[src/common/qes_regs.vh]
`ifndef QES_REGS_VH
`define QES_REGS_VH

// register byte offsets
`define QES_OFS_STATUS      8'h00
`define QES_OFS_CLEAR       8'h04
`define QES_OFS_UPPER_CMP   8'h08
`define QES_OFS_LOWER_CMP   8'h0C
`define QES_OFS_INIT_MODE   8'h10
`define QES_OFS_POS_COUNT   8'h14

// status word field positions
`define QES_BIT_UPPER_FLAG  13
`define QES_BIT_UPPER_EN    12
`define QES_BIT_LOWER_FLAG  11
`define QES_BIT_LOWER_EN    10
`define QES_BIT_POSOV_FLAG  9
`define QES_BIT_POSOV_EN    8
`define QES_BIT_HOMING_FLAG 7
`define QES_BIT_HOMING_EN   6
`define QES_BIT_VELOV_FLAG  5
`define QES_BIT_VELOV_EN    4
`define QES_BIT_HOME_FLAG   3
`define QES_BIT_HOME_EN     2
`define QES_BIT_INDEX_FLAG  1
`define QES_BIT_INDEX_EN    0

// widths
`define QES_STATUS_W        16
`define QES_NUM_EVENTS      7
`define QES_POS_W           32
`define QES_MODE_W          3

// reset values
`define QES_RST_STATUS      16'h0000
`define QES_RST_CMP         32'h0000_0000
`define QES_RST_MODE        3'h0

// init-mode codes for which the homing flag is meaningful
`define QES_MODE_HOME_A     3'h3
`define QES_MODE_HOME_B     3'h4

`endif

[src/design/qes_flag.v]
`timescale 1ns/100ps
// one sticky, hardware-set event flag; a set beats a same-cycle clear
module qes_flag (
    input  wire i_clk,
    input  wire i_rst_n,
    input  wire i_set,
    input  wire i_clr,
    output wire o_flag
);

    reg flag_q;

    // sticky storage, set priority over clear
    always @(posedge i_clk or negedge i_rst_n) begin
        if (!i_rst_n) begin
            flag_q <= 1'b0;
        end else if (i_set) begin
            flag_q <= 1'b1;
        end else if (i_clr) begin
            flag_q <= 1'b0;
        end
    end

    assign o_flag = flag_q;

endmodule // qes_flag

[src/design/qes_status.v]
// The register offsets and the AHB-Lite interface to the registers were chosen for this implementation.
`timescale 1ns/100ps
`include "qes_regs.vh"
module qes_status (
    input  wire        I_CLK,
    input  wire        I_RST_N,
    // ahb-lite slave
    input  wire        HSEL,
    input  wire [31:0] HADDR,
    input  wire [1:0]  HTRANS,
    input  wire        HWRITE,
    input  wire [2:0]  HSIZE,
    input  wire [31:0] HWDATA,
    input  wire        HREADY,
    output wire [31:0] HRDATA,
    output wire        HREADYOUT,
    output wire        HRESP,
    // counters on the same clock
    input  wire [31:0] i_pos_count,
    input  wire        i_pos_overflow,
    input  wire        i_vel_overflow,
    input  wire        i_homing_done,
    // pins from outside the clock domain
    input  wire        i_home_pin,
    input  wire        i_index_pin,
    // interrupt request
    output wire        o_irq
);

    localparam ST_IDLE  = 3'b001;
    localparam ST_RWAIT = 3'b010;
    localparam ST_RDATA = 3'b100;

    reg  [2:0]                  state_q;
    reg  [2:0]                  state_d;
    reg  [7:0]                  addr_q;
    reg                         wr_pend_q;
    reg  [31:0]                 rdata_q;
    reg  [`QES_POS_W-1:0]       upper_cmp_q;
    reg  [`QES_POS_W-1:0]       lower_cmp_q;
    reg  [`QES_MODE_W-1:0]      init_mode_q;
    reg  [`QES_NUM_EVENTS-1:0]  enable_q;
    reg  [2:0]                  home_sync_q;
    reg  [2:0]                  index_sync_q;
    reg                         home_level_q;
    reg                         index_level_q;
    reg  [31:0]                 rd_word;
    wire                        addr_phase;
    wire                        wr_status;
    wire                        wr_clear;
    wire [`QES_NUM_EVENTS-1:0]  ev_set;
    wire [`QES_NUM_EVENTS-1:0]  ev_clr;
    wire [`QES_NUM_EVENTS-1:0]  flags;
    wire [`QES_STATUS_W-1:0]    status_word;
    wire                        homing_mode_ok;
    wire                        home_edge;
    wire                        index_edge;
    wire                        upper_hit;
    wire                        lower_hit;
    genvar                      g;

    // a transfer addressed to this slave
    assign addr_phase = HSEL & HTRANS[1] & HREADY;

    // bus handshake: reads take one wait state, writes none
    always @* begin
        state_d = state_q;
        case (state_q)
            ST_IDLE: begin
                if (addr_phase && !HWRITE) begin
                    state_d = ST_RWAIT;
                end
            end
            ST_RWAIT: begin
                state_d = ST_RDATA;
            end
            ST_RDATA: begin
                if (addr_phase && !HWRITE) begin
                    state_d = ST_RWAIT;
                end else begin
                    state_d = ST_IDLE;
                end
            end
            default: begin
                state_d = ST_IDLE;
            end
        endcase
    end

    // state, latched address and write pending flag
    always @(posedge I_CLK or negedge I_RST_N) begin
        if (!I_RST_N) begin
            state_q   <= ST_IDLE;
            addr_q    <= 8'h00;
            wr_pend_q <= 1'b0;
        end else begin
            state_q   <= state_d;
            wr_pend_q <= addr_phase & HWRITE;
            if (addr_phase) begin
                addr_q <= HADDR[7:0];
            end
        end
    end

    assign HREADYOUT = (state_q != ST_RWAIT);
    assign HRESP     = 1'b0;
    assign HRDATA    = rdata_q;

    // write strobes in the data phase
    assign wr_status = wr_pend_q & (addr_q == `QES_OFS_STATUS);
    assign wr_clear  = wr_pend_q & (addr_q == `QES_OFS_CLEAR);

    // software-written control registers
    always @(posedge I_CLK or negedge I_RST_N) begin
        if (!I_RST_N) begin
            upper_cmp_q <= `QES_RST_CMP;
            lower_cmp_q <= `QES_RST_CMP;
            init_mode_q <= `QES_RST_MODE;
            enable_q    <= {`QES_NUM_EVENTS{1'b0}};
        end else if (wr_pend_q) begin
            if (addr_q == `QES_OFS_UPPER_CMP) begin
                upper_cmp_q <= HWDATA;
            end
            if (addr_q == `QES_OFS_LOWER_CMP) begin
                lower_cmp_q <= HWDATA;
            end
            if (addr_q == `QES_OFS_INIT_MODE) begin
                init_mode_q <= HWDATA[`QES_MODE_W-1:0];
            end
            if (wr_status) begin
                // enables are plain storage; flag bits ignore writes
                enable_q <= {HWDATA[`QES_BIT_UPPER_EN],
                             HWDATA[`QES_BIT_LOWER_EN],
                             HWDATA[`QES_BIT_POSOV_EN],
                             HWDATA[`QES_BIT_HOMING_EN],
                             HWDATA[`QES_BIT_VELOV_EN],
                             HWDATA[`QES_BIT_HOME_EN],
                             HWDATA[`QES_BIT_INDEX_EN]};
            end
        end
    end

    // pin synchronisers: change counted once stages two and three agree
    always @(posedge I_CLK or negedge I_RST_N) begin
        if (!I_RST_N) begin
            home_sync_q   <= 3'b000;
            index_sync_q  <= 3'b000;
            home_level_q  <= 1'b0;
            index_level_q <= 1'b0;
        end else begin
            home_sync_q  <= {home_sync_q[1:0], i_home_pin};
            index_sync_q <= {index_sync_q[1:0], i_index_pin};
            if (home_sync_q[1] == home_sync_q[2]) begin
                home_level_q <= home_sync_q[2];
            end
            if (index_sync_q[1] == index_sync_q[2]) begin
                index_level_q <= index_sync_q[2];
            end
        end
    end

    // rising edge of the filtered pin levels
    assign home_edge  = home_sync_q[1] & home_sync_q[2] & ~home_level_q;
    assign index_edge = index_sync_q[1] & index_sync_q[2] & ~index_level_q;

    // signed position compares, evaluated every cycle
    assign upper_hit = ($signed(i_pos_count) >= $signed(upper_cmp_q));
    assign lower_hit = ($signed(i_pos_count) <= $signed(lower_cmp_q));

    // homing reinit only counts in the two homing init modes
    assign homing_mode_ok = (init_mode_q == `QES_MODE_HOME_A) |
                            (init_mode_q == `QES_MODE_HOME_B);

    // event sources, msb = upper compare down to lsb = index
    assign ev_set[6] = upper_hit;
    assign ev_set[5] = lower_hit;
    assign ev_set[4] = i_pos_overflow;
    assign ev_set[3] = i_homing_done & homing_mode_ok;
    assign ev_set[2] = i_vel_overflow;
    assign ev_set[1] = home_edge;
    assign ev_set[0] = index_edge;

    // write-one-to-clear strobes in flag positions
    assign ev_clr = {HWDATA[`QES_BIT_UPPER_FLAG],
                     HWDATA[`QES_BIT_LOWER_FLAG],
                     HWDATA[`QES_BIT_POSOV_FLAG],
                     HWDATA[`QES_BIT_HOMING_FLAG],
                     HWDATA[`QES_BIT_VELOV_FLAG],
                     HWDATA[`QES_BIT_HOME_FLAG],
                     HWDATA[`QES_BIT_INDEX_FLAG]} &
                    {`QES_NUM_EVENTS{wr_clear}};

    // one sticky cell per event
    generate
        for (g = 0; g < `QES_NUM_EVENTS; g = g + 1) begin : g_flag
            qes_flag u_flag (
                .i_clk   (I_CLK),
                .i_rst_n (I_RST_N),
                .i_set   (ev_set[g]),
                .i_clr   (ev_clr[g]),
                .o_flag  (flags[g])
            );
        end
    endgenerate

    // status word: flag above its enable, top two bits zero
    assign status_word = {2'b00,
                          flags[6], enable_q[6],
                          flags[5], enable_q[5],
                          flags[4], enable_q[4],
                          flags[3], enable_q[3],
                          flags[2], enable_q[2],
                          flags[1], enable_q[1],
                          flags[0], enable_q[0]};

    // interrupt: any flag with its enable
    assign o_irq = |(flags & enable_q);

    // read mux; unmapped and clear register read zero
    always @* begin
        rd_word = 32'h0000_0000;
        case (addr_q)
            `QES_OFS_STATUS: begin
                rd_word = {16'h0000, status_word};
            end
            `QES_OFS_UPPER_CMP: begin
                rd_word = upper_cmp_q;
            end
            `QES_OFS_LOWER_CMP: begin
                rd_word = lower_cmp_q;
            end
            `QES_OFS_INIT_MODE: begin
                rd_word = {29'h0000_0000, init_mode_q};
            end
            `QES_OFS_POS_COUNT: begin
                rd_word = i_pos_count;
            end
            default: begin
                rd_word = 32'h0000_0000;
            end
        endcase
    end

    // read data captured in the wait cycle, after any prior write landed
    always @(posedge I_CLK or negedge I_RST_N) begin
        if (!I_RST_N) begin
            rdata_q <= 32'h0000_0000;
        end else if (state_q == ST_RWAIT) begin
            rdata_q <= rd_word;
        end
    end

endmodule // qes_status
[config.mk]
export PLATFORM = sky130hd
export DESIGN_NAME = qes_status
export DESIGN_NICKNAME = d
export VERILOG_FILES = /design/src/design/qes_flag.v /design/src/design/qes_status.v
export VERILOG_INCLUDE_DIRS = /design/src /design/src/common
export SDC_FILE = /design/constraint.sdc
export NUM_CORES = 1
export LEC_CHECK = 0
export BUFFER_PORTS_ARGS = -buffer_cell sky130_fd_sc_hd__buf_4
export CORE_MARGIN = 2
export CORE_UTILIZATION = 41
export DETAILED_ROUTE_END_ITERATION = 7
export GPL_ROUTABILITY_DRIVEN = 0
export PLACE_DENSITY_LB_ADDON = 0.12
export SLEW_MARGIN = 20
export SYNTH_ARGS = -nofsm -noshare
export SYNTH_HDL_FRONTEND = slang
export SYNTH_SLANG_ARGS = --single-unit
[constraint.sdc]
create_clock -name I_CLK -period 2.3 [get_ports I_CLK]
set_input_delay 0.345 -clock I_CLK [delete_from_list [all_inputs] [get_ports I_CLK]]
set_output_delay 0.345 -clock I_CLK [all_outputs]
set_load 0.1 [all_outputs]
==> qor.csv <==
metric;value;unit
crit_buf_inv;2;
fp.dieH;138;um
finalMaxSlewViolations;0;
synthTopCellsByArea;dfrtp_1 45%, mux2_4 12%, ha_1 11%;
worst_pin_slew;0.507;ns
slowest_stage;a221o_1;
grt_pass1_vias;6143;
finalCritPeriodShare;94.5;%
fin_ws;0.127;ns
worstPathArrival;2.46;ns
syn-num-nets;812;
path_max_fanout;3;
vias;5620;
place_hpwl;14.5;mm
cts_root_buffer;clkbuf_16;
worstPathRequired;2.59;ns
ys_seq_elements;133;
final_antenna_net_count;0;
cp-start-kind;flip-flop;
yosys.area.top_type;dfrtp_1;
synth_area_per_cell;11.6;um^2
ys_seq_area_share;45.1;%
dp_slack;-0.280;ns
drt_first_iter_violations;355;
synth_cells;635;
cts_made_buffers;17;
clock_latency;0.42;ns
first_pass_iters;7;
fillers;1638;
synthToLayoutAreaGrowth;26.9;%
slowest_delay;0.39;ns
drc;0;
antenna_cells;0;
ys.flop_type;dfrtp_1;
cts_max_level;4;
setup_viol;0;
fin_setup_tns;0;ns
clkTransAtPathRegs;0.05;ns
rows;49;
die-area;19100;um^2
cts_sinks;133;
clockBufferDepth;2;
cts_tree;built;
crit_top_cell;o21ai_1;
netlist_top_cells_count;132 x dfrtp_1, 71 x inv_1, 66 x ha_1, 60 x mux2_4, 50 x nand2_1;
vias_per_cell;5.49;
nNetsFinal;958;
wl;19.8;mm
timing.fmax;460;MHz
grt_pass1_wl;32.8;mm
end_kind;flip-flop;
async_flop_share;100;%
port_buffers;116;
drive_above_1_share;35.1;%
fin_skew;0.00954;ns
antenna_found_initial;0;
total_power;0.00683;W
synth_top_area_share;44.8;%
cp_cell_sequence;inv_1 > ha_1 > a21oi_2 > o21ai_1 > a221o_1 > a2111oi_4 > buf_4 > and3_1 > o21ai_1;
grt_max_degree;64;
layout_min_cycle_time;2.17;ns
synth-warning-count;0;
hold_viol_final;0;
start_util;41.5;%
irDropWorstVdd;0.561;mV
grt-ovfl-total;0;
die_w;138;um
ios;146;
slew_headroom;65.9;%
yosysUniqueCellTypes;50;
cellLeakagePower;4.69;nW
mappedNetlistArea;7370;um^2
power_density;730;nW/um^2
status;finished, final reports clean;
final_util;52.6;%
path_delay_family;compound AO/OA/AOI/OAI gates;
wl_per_cell;19.4;um
yosysMostFrequentCell;dfrtp_1;
synth_edf_count;0;
core;17800;um^2
grt.total_usage;21.7;%
max-cap-violations;0;
hp-class;in2reg;
critPathKind;reg2reg;
per-layer routing:
| metal | GRT usage [%] | routed length [um] |
|---|---|---|
| met2 | 36.6 | 9780 |
| met4 | 5.85 | 382 |
| met1 | 28.2 | 8750 |
| met3 | 4.99 | 890 |
| met5 | 0 | 0 |
cells by family (layout without fill, tap and decap cells):
logic type | Yosys count | count (layout) | share of synthesized area, %
AO/OA/AOI/OAI | 140 | 140 | 13.5
flip-flops | 133 | 133 | 45.1
AND/OR/NAND/NOR | 114 | 114 | 8.23
buffers and inverters | 96 | 255 | 5.89
multiplexers | 84 | 84 | 15.9
adder cells (fa/ha/maj) | 66 | 66 | 11.2
other | 1 | 1 | 0.0509
XOR/XNOR | 1 | 1 | 0.119
registers in the layout, indices dropped and copies added, names as in the netlist, 3 cells and up:
name	count
state_q	3
lower_cmp_q	32
HRDATA	32
enable_q	7
upper_cmp_q	32
init_mode_q	3
g_flag.u_flag.o_flag	7
index_sync_q	3
addr_q	8
home_sync_q	3
stage by stage:
stage	cells	hold WS [ns]	cell area (um^2)
6_report	1023	0.0350	9360
5_1_grt	1023	0.0158	9360
4_1_cts	1022	0.0155	9280
3_5_place_dp	989	0.297	8680
3_3_place_gp	989	0.280	8680
2_1_floorplan	635	0.0494	7370
report_power, final:
| part | total, W | switching [W] | internal, W | leakage [nW] |
|---|---|---|---|---|
| sequential | 0.00271 | 0.000163 | 0.00254 | 1.47 |
| combinational | 0.00152 | 0.000990 | 0.000530 | 2.94 |
| clock | 0.00261 | 0.000983 | 0.00162 | 0.278 |
| total | 0.00683 | 0.00214 | 0.00469 | 4.69 |
cells in the final DEF (no fill, tap or decap), types with 3 or more instances in the layout:
| master | Yosys | final |
|---|---|---|
| a21oi_1 | 25 | 22 |
| and3_1 | 4 | 3 |
| o21ai_0 | 35 | 33 |
| nor2b_1 | 4 | 4 |
| nor2_1 | 13 | 13 |
| nand2_1 | 50 | 50 |
| a22oi_1 | 5 | 5 |
| a221oi_1 | 11 | 11 |
| buf_4 | 3 | 146 |
| nor4_1 | 5 | 3 |
| a21boi_0 | 3 | 3 |
| a222oi_1 | 22 | 22 |
| nand4_1 | 12 | 12 |
| o21ai_1 | 1 | 3 |
| clkbuf_16 | 0 | 17 |
| inv_1 | 71 | 71 |
| a21o_1 | 10 | 10 |
| clkinvlp_4 | 0 | 3 |
| a31oi_1 | 3 | 3 |
| nand3_1 | 10 | 10 |
| mux2_2 | 17 | 17 |
| clkinv_2 | 0 | 4 |
| mux2_4 | 60 | 60 |
| a221o_1 | 3 | 3 |
| mux2_1 | 7 | 7 |
| dfrtp_1 | 132 | 132 |
| buf_12 | 0 | 4 |
| ha_1 | 66 | 64 |
| a22o_1 | 12 | 12 |
| nor4_4 | 2 | 3 |
| clkbuf_8 | 0 | 5 |
| a21oi_2 | 0 | 3 |
repair_timing:
item	in CTS	in global routing
endpoints found under the setup margin	1	13
cloned	0	0
hold buffers	1	0
pin swaps	1	5
resized for setup	3	13
setup buffers	0	1
hold endpoints to repair	39	0
area by class of cell:
cell class,count,area (um^2),share of cell area [%]
multi-input cells,406,3700,39.6
flip-flops and latches,133,3330,35.6
repair buffers,152,1200,12.8
clock buffers,24,502,5.36
well taps,229,287,3.06
inverters,71,267,2.85
clock inverters,8,72.6,0.776
path summary, 6_finish.rpt:
kind                                 startpoint                       to  slack [ns]  cells after the start
worst max-delay path            upper_cmp_q[17]  g_flag[6].u_flag.o_flag        0.13                      9
worst min-delay path                i_index_pin          index_sync_q[0]        0.04                      1
worst max register to register  upper_cmp_q[17]  g_flag[6].u_flag.o_flag        0.13                      9
worst min register to register  index_sync_q[0]          index_sync_q[1]        0.36                      0
max in group asynchronous               I_RST_N               state_q[0]        1.16                      3
min in group asynchronous               I_RST_N               HRDATA[26]        0.41                      2
Power figures use the tool's default switching activity.
